$ cat src/core/halt_standby_pkg.sv
// Purpose: Shared constants and types for the halt standby controller.
// Assumes: 100 MHz system clock.
// Notes: Option read stall count derived from clock period; wake waits are fixed CPU clock counts.
`default_nettype none
package halt_standby_pkg;
   localparam int CLK_PERIOD_NS = 10;
   localparam int NUM_IRQ = 8;
   // Wake-up waits in CPU clocks
   localparam logic [3:0] WAKE_VEC_MIN = 4'hB;
   localparam logic [3:0] WAKE_VEC_MAX = 4'hD;
   localparam logic [3:0] WAKE_NEXT_MIN = 4'h3;
   localparam logic [3:0] WAKE_NEXT_MAX = 4'h5;
   // Chosen wait lengths within the allowed windows
   localparam logic [3:0] WAKE_VEC_CYC = 4'hC;
   localparam logic [3:0] WAKE_NEXT_CYC = 4'h4;
   // Option byte read stall after reset
   localparam int OPT_READ_TYP_US = 544;
   localparam int OPT_READ_CYC = (OPT_READ_TYP_US * 1000) / CLK_PERIOD_NS;
   // APB register offsets
   localparam logic [7:0] CTRL_OFS = 8'h00;
   localparam logic [7:0] STAT_OFS = 8'h04;
   localparam logic [7:0] MASK_OFS = 8'h08;
   // Control register fields
   localparam int CTRL_LSO_STOP_BIT = 0;
   localparam int CTRL_WDT_SYS_BIT = 1;
   localparam int CTRL_TMR_LS_BIT = 2;
   localparam int CTRL_LSO_STOPPABLE_BIT = 3;
   localparam logic [3:0] CTRL_RST = 4'h0;
   localparam logic [NUM_IRQ-1:0] MASK_RST = 8'hFF;

   typedef enum logic [2:0] {
      ST_BOOT = 3'b000,
      ST_RUN = 3'b001,
      ST_HALT = 3'b010,
      ST_WAKE = 3'b011
   } halt_state_t;

   typedef struct packed {
      logic timer16_run;
      logic timer8_run;
      logic adc_run;
      logic lvd_run;
      logic extint_run;
      logic poc_run;
      logic wdt_run;
      logic sys_osc_run;
      logic ls_osc_run;
   } periph_run_t;
endpackage
`default_nettype wire

$ cat src/core/halt_standby_ctrl.sv
// Purpose: Halt standby control: CPU clock gating, peripheral run enables, wake timing.
// Assumes: Inputs synchronous to clk_in; APB slave with zero wait states.
// Notes: Stop mode not handled; port latches hold via port_hold_out.
`default_nettype none
// What this block does
// - Halt instruction from CPU puts the block into halt.
// - Pending unmasked request at halt entry leaves halt at once.
// - CPU clock enable is dropped while halted.
// - Port output latches hold their values while halted.
// - 16-bit timer, fast 8-bit timer, ADC, LVD, external interrupts run; POC always.
// - Slow-clock 8-bit timer runs unless stoppable slow oscillator was stopped.
// - Watchdog runs in halt only on slow clock with non-stoppable oscillator.
// - Any unmasked asserted request ends halt.
// - With global enable take vector, otherwise resume after halt.
// - Vectored wake wait lasts eleven to thirteen clocks.
// - Non-vectored wake wait lasts three to five clocks.
// - Reset during halt ends halt and restarts from reset vector.
// - After reset execution stalls while option byte is read.
// - Masked requests never end halt.
// - System oscillator keeps running; slow oscillator keeps its prior state.
module halt_standby_ctrl #(
   parameter int OPT_READ_CYCLES = halt_standby_pkg::OPT_READ_CYC,
   parameter int NUM_IRQ = halt_standby_pkg::NUM_IRQ
) (
   // Clock and reset
   input wire logic clk_in,
   input wire logic sys_rst_in,
   // APB slave
   input wire logic psel_in,
   input wire logic penable_in,
   input wire logic pwrite_in,
   input wire logic [7:0] paddr_in,
   input wire logic [31:0] pwdata_in,
   output logic [31:0] prdata_out,
   output logic pready_out,
   output logic pslverr_out,
   // CPU side
   input wire logic halt_instr_in,
   input wire logic global_interrupt_enable_in,
   output logic cpu_clk_en_out,
   output logic take_vector_out,
   output logic resume_next_out,
   output logic cpu_reset_hold_out,
   output logic port_hold_out,
   // Interrupt controller
   input wire logic [NUM_IRQ-1:0] irq_req_in,
   // Peripheral run enables
   output halt_standby_pkg::periph_run_t periph_run_out
);
   import halt_standby_pkg::*;

   function automatic logic reg_hit(input logic [7:0] a, input logic [7:0] ofs);
      reg_hit = (a == ofs);
   endfunction

   ////////////////////////////////////////////////////////////////////////
   halt_state_t state_q;
   logic [3:0] ctrl_q;
   logic [NUM_IRQ-1:0] interrupt_mask_flag_q;
   logic [3:0] wake_cnt_q;
   logic vec_pend_q;
   logic [31:0] boot_cnt_q;
   logic wr_acc;
   logic rd_acc;
   logic unmasked_req;
   logic low_speed_osc_stop_bit;
   logic ls_osc_on;
   logic halted;

   assign wr_acc = psel_in && penable_in && pwrite_in;
   assign rd_acc = psel_in && penable_in && !pwrite_in;
   assign unmasked_req = |(irq_req_in & ~interrupt_mask_flag_q);
   // Stop bit gated by option setting
   assign low_speed_osc_stop_bit = ctrl_q[CTRL_LSO_STOP_BIT] && ctrl_q[CTRL_LSO_STOPPABLE_BIT];
   assign ls_osc_on = !low_speed_osc_stop_bit;
   assign halted = (state_q == ST_HALT) || (state_q == ST_WAKE);

   ////////////////////////////////////////////////////////////////////////
   // Registers
   always_ff @(posedge clk_in or posedge sys_rst_in) begin
      if (sys_rst_in) begin
         ctrl_q <= CTRL_RST;
         interrupt_mask_flag_q <= NUM_IRQ'(MASK_RST);
      end else if (wr_acc) begin
         if (reg_hit(paddr_in, CTRL_OFS)) begin
            ctrl_q <= pwdata_in[3:0];
         end
         if (reg_hit(paddr_in, MASK_OFS)) begin
            interrupt_mask_flag_q <= pwdata_in[NUM_IRQ-1:0];
         end
      end
   end

   always_ff @(posedge clk_in or posedge sys_rst_in) begin
      if (sys_rst_in) begin
         prdata_out <= 32'h0000_0000;
         pready_out <= 1'b0;
         pslverr_out <= 1'b0;
      end else begin
         pready_out <= psel_in && !penable_in;
         pslverr_out <= 1'b0;
         prdata_out <= 32'h0000_0000;
         if (psel_in && !penable_in) begin
            if (reg_hit(paddr_in, CTRL_OFS)) begin
               prdata_out <= {28'h0000000, ctrl_q};
            end else if (reg_hit(paddr_in, STAT_OFS)) begin
               prdata_out <= {24'h000000, 1'b0, vec_pend_q, unmasked_req, state_q, 1'b0, ls_osc_on};
            end else if (reg_hit(paddr_in, MASK_OFS)) begin
               prdata_out <= {{(32-NUM_IRQ){1'b0}}, interrupt_mask_flag_q};
            end else begin
               pslverr_out <= 1'b1;
            end
         end
      end
   end

   ////////////////////////////////////////////////////////////////////////
   // Halt sequencer
   always_ff @(posedge clk_in or posedge sys_rst_in) begin
      if (sys_rst_in) begin
         state_q <= ST_BOOT;
         wake_cnt_q <= 4'h0;
         vec_pend_q <= 1'b0;
         boot_cnt_q <= 32'h0000_0000;
      end else begin
         case (state_q)
            ST_BOOT: begin
               // Option byte read stall
               if (boot_cnt_q >= 32'(OPT_READ_CYCLES - 1)) begin
                  state_q <= ST_RUN;
               end else begin
                  boot_cnt_q <= boot_cnt_q + 32'h1;
               end
            end
            ST_RUN: begin
               if (halt_instr_in) begin
                  state_q <= ST_HALT;
               end
            end
            ST_HALT: begin
               // Pending request seen on the first halt cycle releases at once
               if (unmasked_req) begin
                  state_q <= ST_WAKE;
                  vec_pend_q <= global_interrupt_enable_in;
                  wake_cnt_q <= global_interrupt_enable_in ? WAKE_VEC_CYC - 4'h1 : WAKE_NEXT_CYC - 4'h1;
               end
            end
            ST_WAKE: begin
               if (wake_cnt_q == 4'h0) begin
                  state_q <= ST_RUN;
               end else begin
                  wake_cnt_q <= wake_cnt_q - 4'h1;
               end
            end
            default: begin
               state_q <= ST_BOOT;
            end
         endcase
      end
   end

   ////////////////////////////////////////////////////////////////////////
   // Outputs, all registered; gate enable changes only on clock edges
   always_ff @(posedge clk_in or posedge sys_rst_in) begin
      if (sys_rst_in) begin
         cpu_clk_en_out <= 1'b0;
         take_vector_out <= 1'b0;
         resume_next_out <= 1'b0;
         cpu_reset_hold_out <= 1'b1;
         port_hold_out <= 1'b0;
         periph_run_out <= '0;
      end else begin
         cpu_clk_en_out <= 1'b1;
         take_vector_out <= 1'b0;
         resume_next_out <= 1'b0;
         cpu_reset_hold_out <= 1'b0;
         port_hold_out <= 1'b0;
         if (state_q == ST_BOOT) begin
            cpu_clk_en_out <= 1'b0;
            cpu_reset_hold_out <= (boot_cnt_q < 32'(OPT_READ_CYCLES - 1));
         end else if ((state_q == ST_RUN && halt_instr_in) || state_q == ST_HALT) begin
            cpu_clk_en_out <= 1'b0;
            port_hold_out <= 1'b1;
         end else if (state_q == ST_WAKE) begin
            cpu_clk_en_out <= (wake_cnt_q == 4'h0);
            port_hold_out <= (wake_cnt_q != 4'h0);
            take_vector_out <= (wake_cnt_q == 4'h0) && vec_pend_q;
            resume_next_out <= (wake_cnt_q == 4'h0) && !vec_pend_q;
         end
         periph_run_out.timer16_run <= 1'b1;
         periph_run_out.adc_run <= 1'b1;
         periph_run_out.lvd_run <= 1'b1;
         periph_run_out.extint_run <= 1'b1;
         periph_run_out.poc_run <= 1'b1;
         periph_run_out.sys_osc_run <= 1'b1;
         periph_run_out.ls_osc_run <= ls_osc_on;
         periph_run_out.timer8_run <= !ctrl_q[CTRL_TMR_LS_BIT] || ls_osc_on;
         if (halted) begin
            periph_run_out.wdt_run <= !ctrl_q[CTRL_LSO_STOPPABLE_BIT] && !ctrl_q[CTRL_WDT_SYS_BIT];
         end else begin
            periph_run_out.wdt_run <= !ctrl_q[CTRL_WDT_SYS_BIT] ? ls_osc_on : 1'b1;
         end
      end
   end

   ////////////////////////////////////////////////////////////////////////
   // Assertions
   // Entry and release
   a_halt_entry: assert property (@(posedge clk_in) disable iff (sys_rst_in)
      state_q == ST_RUN && halt_instr_in
      |=> state_q == ST_HALT)
      else $error("halt not entered");

   a_clk_gated: assert property (@(posedge clk_in) disable iff (sys_rst_in)
      state_q == ST_HALT
      |=> !cpu_clk_en_out)
      else $error("cpu clock not gated in halt");

   a_port_held: assert property (@(posedge clk_in) disable iff (sys_rst_in)
      state_q == ST_HALT
      |=> port_hold_out)
      else $error("ports not held");

   a_port_release: assert property (@(posedge clk_in) disable iff (sys_rst_in)
      state_q == ST_RUN && !halt_instr_in
      |=> !port_hold_out)
      else $error("ports held while running");

   a_wake_release: assert property (@(posedge clk_in) disable iff (sys_rst_in)
      state_q == ST_HALT && unmasked_req
      |=> state_q == ST_WAKE)
      else $error("unmasked request did not release");

   a_pend_release: assert property (@(posedge clk_in) disable iff (sys_rst_in)
      state_q == ST_HALT && $past(state_q) == ST_RUN && unmasked_req
      |=> state_q == ST_WAKE)
      else $error("pending request did not release at entry");

   a_masked_hold: assert property (@(posedge clk_in) disable iff (sys_rst_in)
      state_q == ST_HALT && !unmasked_req
      |=> state_q == ST_HALT)
      else $error("masked request released halt");

   a_gate_close: assert property (@(posedge clk_in) disable iff (sys_rst_in)
      state_q == ST_RUN && halt_instr_in
      |=> !cpu_clk_en_out && port_hold_out)
      else $error("clock gate did not close after halt");

   a_gate_open: assert property (@(posedge clk_in) disable iff (sys_rst_in)
      $rose(cpu_clk_en_out)
      |-> state_q == ST_RUN)
      else $error("clock gate opened outside run");

   // Wake timing and selection
   a_vec_wait: assert property (@(posedge clk_in) disable iff (sys_rst_in)
      state_q == ST_HALT && unmasked_req && global_interrupt_enable_in
      |-> ##[11:13] take_vector_out)
      else $error("vector wake wait wrong");

   a_next_wait: assert property (@(posedge clk_in) disable iff (sys_rst_in)
      state_q == ST_HALT && unmasked_req && !global_interrupt_enable_in
      |-> ##[3:5] resume_next_out)
      else $error("next wake wait wrong");

   a_vec_select: assert property (@(posedge clk_in) disable iff (sys_rst_in)
      state_q == ST_HALT && unmasked_req
      |=> vec_pend_q == $past(global_interrupt_enable_in))
      else $error("wake kind not taken from global enable");

   a_vec_excl: assert property (@(posedge clk_in) disable iff (sys_rst_in)
      take_vector_out
      |-> !resume_next_out && cpu_clk_en_out)
      else $error("vector pulse without open clock or with resume");

   a_pulse_single: assert property (@(posedge clk_in) disable iff (sys_rst_in)
      take_vector_out || resume_next_out
      |=> !take_vector_out && !resume_next_out)
      else $error("wake pulse longer than one cycle");

   a_reset_vector: assert property (@(posedge clk_in) disable iff (sys_rst_in)
      state_q == ST_BOOT
      |-> !cpu_clk_en_out && !take_vector_out && !resume_next_out)
      else $error("cpu ran before reset sequence ended");

   a_boot_hold: assert property (@(posedge clk_in) disable iff (sys_rst_in)
      state_q == ST_BOOT && boot_cnt_q < 32'(OPT_READ_CYCLES - 1)
      |=> cpu_reset_hold_out)
      else $error("reset hold dropped during option read");

   a_boot_release: assert property (@(posedge clk_in) disable iff (sys_rst_in)
      state_q == ST_BOOT && boot_cnt_q >= 32'(OPT_READ_CYCLES - 1)
      |=> state_q == ST_RUN && !cpu_reset_hold_out)
      else $error("option read stall did not end");

   // Run enables, registered one edge behind ctrl_q
   a_wdt_halt: assert property (@(posedge clk_in) disable iff (sys_rst_in)
      state_q == ST_HALT && $past(state_q) == ST_HALT && ctrl_q[CTRL_LSO_STOPPABLE_BIT] && $stable(ctrl_q)
      |-> !periph_run_out.wdt_run)
      else $error("watchdog ran in halt");

   a_wdt_keep: assert property (@(posedge clk_in) disable iff (sys_rst_in)
      state_q == ST_HALT && $past(state_q) == ST_HALT && $stable(ctrl_q)
      && !ctrl_q[CTRL_LSO_STOPPABLE_BIT] && !ctrl_q[CTRL_WDT_SYS_BIT] |-> periph_run_out.wdt_run)
      else $error("watchdog stopped in halt on slow clock");

   a_poc_on: assert property (@(posedge clk_in) disable iff (sys_rst_in)
      state_q != ST_BOOT
      |-> periph_run_out.poc_run && periph_run_out.timer16_run)
      else $error("always-on peripheral stopped");

   a_periph_on: assert property (@(posedge clk_in) disable iff (sys_rst_in)
      state_q != ST_BOOT
      |-> periph_run_out.adc_run && periph_run_out.lvd_run && periph_run_out.extint_run)
      else $error("converter, detector or external input stopped");

   a_timer8_fast: assert property (@(posedge clk_in) disable iff (sys_rst_in)
      state_q != ST_BOOT && $stable(ctrl_q) && !ctrl_q[CTRL_TMR_LS_BIT]
      |-> periph_run_out.timer8_run)
      else $error("fast 8-bit timer stopped");

   a_timer8_slow: assert property (@(posedge clk_in) disable iff (sys_rst_in)
      state_q != ST_BOOT && $stable(ctrl_q) && ctrl_q[CTRL_TMR_LS_BIT] && low_speed_osc_stop_bit
      |-> !periph_run_out.timer8_run)
      else $error("slow 8-bit timer ran with oscillator stopped");

   a_sys_osc: assert property (@(posedge clk_in) disable iff (sys_rst_in)
      state_q != ST_BOOT
      |-> periph_run_out.sys_osc_run)
      else $error("system oscillator stopped");

   a_ls_osc: assert property (@(posedge clk_in) disable iff (sys_rst_in)
      state_q != ST_BOOT && $stable(ctrl_q)
      |-> periph_run_out.ls_osc_run == !(ctrl_q[CTRL_LSO_STOP_BIT] && ctrl_q[CTRL_LSO_STOPPABLE_BIT]))
      else $error("slow oscillator state wrong");

   // Coverage of the main scenarios
   c_vec_wake: cover property (@(posedge clk_in) disable iff (sys_rst_in)
      take_vector_out);
   c_next_wake: cover property (@(posedge clk_in) disable iff (sys_rst_in)
      resume_next_out);
   c_held: cover property (@(posedge clk_in) disable iff (sys_rst_in)
      state_q == ST_HALT [*4]);
   c_pend_entry: cover property (@(posedge clk_in) disable iff (sys_rst_in)
      state_q == ST_HALT && $past(state_q) == ST_RUN && unmasked_req);
endmodule
`default_nettype wire

$ cat config.mk
export PLATFORM = sky130hd
export DESIGN_NAME = halt_standby_ctrl
export DESIGN_NICKNAME = d
export VERILOG_FILES = /design/src/core/halt_standby_pkg.sv /design/src/core/halt_standby_ctrl.sv
export SDC_FILE = /design/constraint.sdc
export NUM_CORES = 1
export LEC_CHECK = 0
export BUFFER_PORTS_ARGS = -buffer_cell sky130_fd_sc_hd__buf_4
export CAP_MARGIN = 30
export CORE_ASPECT_RATIO = 1.1
export CORE_MARGIN = 2
export CORE_UTILIZATION = 30
export DETAILED_ROUTE_END_ITERATION = 7
export SLEW_MARGIN = 10
export SYNTH_ARGS = -nofsm -noshare
export SYNTH_HDL_FRONTEND = slang
export SYNTH_SLANG_ARGS = --single-unit
export TNS_END_PERCENT = 5
$ cat constraint.sdc
create_clock -name clk_in -period 2.9 [get_ports clk_in]
set_clock_uncertainty 0.2 [all_clocks]
set_input_delay 0.435 -clock clk_in [delete_from_list [all_inputs] [get_ports clk_in]]
set_output_delay 0.435 -clock clk_in [all_outputs]
set_load 0.01 [all_outputs]
* After elaboration in Yosys (flattened, before gate mapping)
Index checks and enable logic that the tools add are counted.
W data, S select, Z words.
** Operators by class
- $lt $le $gt $ge :: 2
- Equal/unequal tests :: 10
- Bitwise logic cells :: 3
- Multiply operators :: 0
- Divide/modulo/power cells :: 0
- Reductions and logical operators :: 29
- $add $sub $neg :: 2
- Mux-type cells :: 32
- Shift-type cells :: 0
** Operator list (number)
- $add A32 B1 Y32 const B :: 1
- $ge A32 B16 Y1 const B :: 1
- $lt A32 B16 Y1 const B :: 1
- $mux W8 :: 4
- $mux W1 :: 19
- $mux W3 :: 4
- $mux W4 :: 3
- $pmux W3 S4 :: 1
- $and A8 B8 Y8 :: 1
- $eq A8 B3 Y1 const B :: 1
- $eq A8 B4 Y1 const B :: 1
- $logic_and A1 B1 Y1 :: 8
- $logic_not A8 Y1 :: 1
- $ne A2 B2 Y1 const B :: 4
- $not A8 Y8 :: 1
- $pmux W4 S2 :: 1
- $reduce_and A2 Y1 :: 4
- $reduce_or A8 Y1 :: 1
- $eq A3 B2 Y1 const B :: 2
- $logic_not A1 Y1 :: 6
- $logic_not A4 Y1 :: 1
- $reduce_and A4 Y1 :: 1
- $reduce_bool A4 Y1 :: 1
- $sub A4 B1 Y4 const B :: 1
- 7 further kinds :: 9
** Word-level totals
- Flip-flop bits (word level) :: 95
- Word-level logic and storage cells :: 96
- Latch bits :: 0
- Memories kept :: 0
- Bits in writable memories :: 0
- Output and inout port bits :: 48
- Bits in read-only memories :: 0
- Input bits :: 55

* Depth between registers and ports, before layout
- Word-level depth :: 6
- Mapped depth :: 8

* Worst setup path after synthesis
OpenSTA, ideal clock, no wires.
- Path kind :: register -> register
- Start point :: register state_q[0]
- End point :: register boot_cnt_q[9]
- Setup time :: 0.123 ns
- Cell stages (with the launch flop) :: 9
- Arrival :: 2.114 ns
- Data required time :: 2.577 ns
- Setup slack :: 0.463 ns
- Clock period less this slack :: 2.437 ns
- Cells stage by stage :: dfrtp_1 -> inv_1 -> ha_1 -> nor3b_1 -> nand4_1 -> a2111o_1 -> buf_6 -> or4_1 -> xnor2_1
** On the way
- Word-level cells in the longest chain between the ends :: 2
** Ends and longest elaborated chain
- start: declaration :: line halt_standby_ctrl.sv:57 : halt_state_t state_q;
- start signal: assignment :: line halt_standby_ctrl.sv:121 : state_q <= ST_BOOT;
- start signal: assignment :: line halt_standby_ctrl.sv:130 : state_q <= ST_RUN;
- start signal: assignment :: line halt_standby_ctrl.sv:137 : state_q <= ST_HALT;
- $logic_not A3 Y1 :: line halt_standby_ctrl.sv:126 : case (state_q)
- $reduce_and A2 Y1 (no line)
- end signal: assignment :: line halt_standby_ctrl.sv:132 : boot_cnt_q <= boot_cnt_q + 32'h1;
- end: declaration :: line halt_standby_ctrl.sv:62 : logic [31:0] boot_cnt_q;
No other way between the ends.
A chain may end at the register's enable or synchronous reset.

* Worst setup path after layout
- Start point :: register state_q[0]
- End point :: register state_q[1]
** On the way
- Word-level cells in the longest chain between the ends :: 3
- Elaborated cells between the ends (all ways) :: 10
- Classes of those cells :: eq/ne: 7; mux: 1; reduce/logical: 2
** Ends and longest elaborated chain (line)
- $eq A3 B2 Y1, or another cell as far along :: halt_standby_ctrl.sv:126
- $ne A2 B1 Y1 (no line) or $ne A2 B2 Y1 (tied branches)
- $reduce_and A4 Y1 (no line)
Several ways; a longest one is shown, not always the timed one.

==> flow_metrics.py <==
metrics = {
    "floorplanning": {
        "die_h_um": 114,
        "io_pins": 103,
        "die_area_mm2": 0.0118,
        "rows": 39,
        "die_x_um": 104,
        "fp.coreArea_mm2": 0.0105,
        "initial_utilization_pct": 31.2,
    },
    "cts": {
        "cts-htree-levels": 3,
        "clkTransAtPathRegs_ns": 0.06,
        "cts_buffers": 9,
        "clock_tree.buffer_depth": 2,
        "clk_latency_ns": 0.33,
        "tritoncts": "yes",
        "cts_setup_buffers": 0,
        "clock-root-buffer": "clkbuf_16",
        "ctsHoldBuffers": 1,
        "cts_num_sinks": 70,
        "cts_resized": 0,
    },
    "synthesis": {
        "ys_types": 47,
        "synth-simple-area-share_pct": 15.9,
        "yosys-top-cells-count": "dfrtp_1 (61), buf_4 (29), nand2_1 (20), clkbuf_1 (19), mux2_2 (15)",
        "synth_top_family_by_area": "simple AND/OR/NAND/NOR gates",
        "syn_inst": 297,
        "synthMuxAreaShare_pct": 5.78,
        "yosysMostFrequentCell": "dfrtp_1",
        "synth_xor_area_share_pct": 3.75,
        "synth_top_area_cell": "dfrtp_1",
        "avgSynthCellArea_um2": 11.0,
        "synth-adder-area-share_pct": 2.68,
        "synth_edf_count": 0,
        "async_flop_share_pct": 100,
        "yosys_warnings": 0,
        "yosys-top-cells-area": "dfrtp_1 (47%), dfstp_2 (7.2%), buf_4 (6.7%), mux2_2 (5.2%), xnor2_1 (2.9%)",
        "synth-seq-area-share_pct": 53.9,
        "synthFlopType": "dfrtp_1",
        "netlist_area_mm2": 0.00327,
        "synth_compound_area_share_pct": 6.89,
        "ys_ff_latch": 70,
        "synth_top_area_share_pct": 46.7,
    },
    "worst_setup_path": {
        "cp_slowest_cell": "dfrtp_1",
        "critPathArrivalTime_ns": 2.63,
        "path_buf_inv": 2,
        "critPathKind": "flip-flop to flip-flop",
        "startpoint": "state_q[0]",
        "r2r_cells": 8,
        "crit_cells": 8,
        "crit_chain": "inv_1 -> ha_1 -> nor3b_1 -> nand4_1 -> a2111o_1 -> buf_4 -> o2111ai_1 -> mux2_2",
        "worstReg2RegStart": "state_q[0]",
        "critPathMaxFanout": 6,
        "crit_required_ns": 2.91,
        "critPathLaunchType": "flip-flop",
        "cpPeakStageDelay_ns": 0.40,
        "crit_family": "compound AO/OA/AOI/OAI gates",
        "rrSetupSlack_ns": 0.28,
        "cp-end-kind": "flip-flop",
    },
    "layout": {
        "final_net_count": 404,
        "diodes": 0,
        "syn2layout_area_growth_pct": 22.8,
        "fillers": 1031,
        "drive_gt1_share_pct": 31.4,
    },
    "place": {
        "gp_congestion": 0.790,
        "dpl.hpwl_um": 4570,
        "pre_cts_slack_ns": 0.223,
        "port-buffer-count": 54,
    },
    "global_route": {
        "overflow": 0,
        "antenna_found_initial": 0,
        "grt_pass1_wl_um": 10300,
        "grt.total_usage_pct": 11.0,
        "grt_max_degree": 28,
        "grt_pass1_vias": 2135,
    },
    "route": {
        "drc": 0,
        "vias": 2164,
        "wl_per_cell_um": 12.3,
        "detail-route-antenna-nets": 0,
        "firstDrtPassIters": 4,
        "drt_iter0_drc": 103,
        "routed_wl_um": 6050,
        "vias_per_cell": 4.42,
    },
    "timing": {
        "max-slew-margin-rel_pct": 66.9,
        "timing.final.hold_violations": 0,
        "fmax_ghz": 0.382,
        "setup_violations": 0,
        "tns_ns": 0,
        "period_minus_slack_ns": 2.62,
        "min_period_over_period_pct": 90.3,
        "maxSlewViolCount": 0,
        "fin_ws_ns": 0.282,
        "hold_slack_ns": 0.0904,
        "rsz0062_at_grt": "no",
        "worst_pin_slew_ns": 0.484,
    },
    "min_path": {
        "worstHoldPathCells": 2,
        "worstHoldStart": "penable_in",
        "min_path_type": "input port to flip-flop",
    },
    "power": {
        "powerDensity_mw_per_mm2": 753,
        "p_leak_nw": 1.93,
        "ir_drop_uv": 339,
    },
    "flow_run": {
        "cap_viol_max_count": 0,
    },
    "outcome": {
        "status": "finished clean",
    },
}
logic make-up after synthesis:
kind of cell | count (synthesis)
fa+ha+maj | 7
other cells | 2
flops | 70
compound gates | 31
mux | 17
xor+xnor | 14
simple gates | 92
buf+inv | 64
sequential cells by signal, indices dropped and copies added, names as in the netlist, 2 cells and up:
signal / flops
ctrl_q: 4
state_q: 2
periph_run_out: 4
wake_cnt_q: 4
interrupt_mask_flag_q: 8
prdata_out: 8
boot_cnt_q: 32
path summary, 6_finish.rpt:
path,to
max in group asynchronous,cpu_reset_hold_out
setup reg to reg,state_q[1]
hold / removal,pready_out
setup / recovery,state_q[1]
min in group asynchronous,boot_cnt_q[28]
hold reg to reg,boot_cnt_q[26]
power by group:
group	leakage [nW]	internal, mW	switching (mW)
Clock	0.157	0.760	0.417
Combinational	0.875	0.308	0.355
Sequential	0.896	1.10	0.0880
Total	1.93	2.16	0.860
routing by layer:
metal	wire length [um]	up-vias	share of wire, %	global-route usage (%)
met1	2710	1037	45	14.3
met3	361	11	6.0	3.03
met2	2870	66	47	16.8
li1	-	1050	-	-
met4	110	0	1.8	6.22
met5	0	-	0	0
cell type report:
cell class	count	area [um2]	share of cell area [%]
tap	143	179	4.45
clock inverter	6	95.1	2.37
clock buffer	10	229	5.70
sequential	70	1760	43.9
timing repair buffer	61	460	11.5
inverter	14	52.6	1.31
multi-input combinational	186	1240	30.8
per-stage QoR:
step,cell area (um2),utilization (%),power [mW],cells
floorplan,3360,-,1.69,320
detailed placement,3680,35.1,1.87,473
global placement,3680,35.1,1.84,473
finish,4020,38.3,3.02,490
global route,4020,38.3,3.20,490
CTS,4020,38.3,3.07,490
worst register-to-register path, stage by stage (launching register included):
cell	delay, ns
dfrtp_1	0.40
inv_1	0.14
ha_1	0.21
nor3b_1	0.30
nand4_1	0.18
a2111o_1	0.37
buf_4	0.18
o2111ai_1	0.15
mux2_2	0.37
cell usage in the layout, fill, tap and decap left out, types with 2 or more instances in the layout:
cell	synthesis	layout
clkbuf_16	0	9
a21oi_1	8	8
nor3_2	2	2
nor3_1	12	12
bufinv_16	0	2
nand2_1	20	20
mux2_2	15	15
xnor2_1	11	11
o22a_1	2	2
and2_1	2	2
and3_1	5	5
a22oi_1	3	3
o22ai_1	2	2
mux2i_1	2	2
dfstp_2	9	9
inv_1	14	13
o21a_1	3	3
nand4_1	4	4
dfrtp_1	61	61
xor2_1	3	3
and3_2	2	2
a2111oi_0	2	2
clkinv_4	0	3
and4b_1	2	2
a31oi_1	2	2
nor4_1	4	4
ha_1	7	7
conb_1	2	25
nor2b_1	11	11
nand3_1	9	9
nor2_1	11	11
buf_4	29	60
or4_1	3	3
No activity file was read; power rests on OpenSTA's default activity.
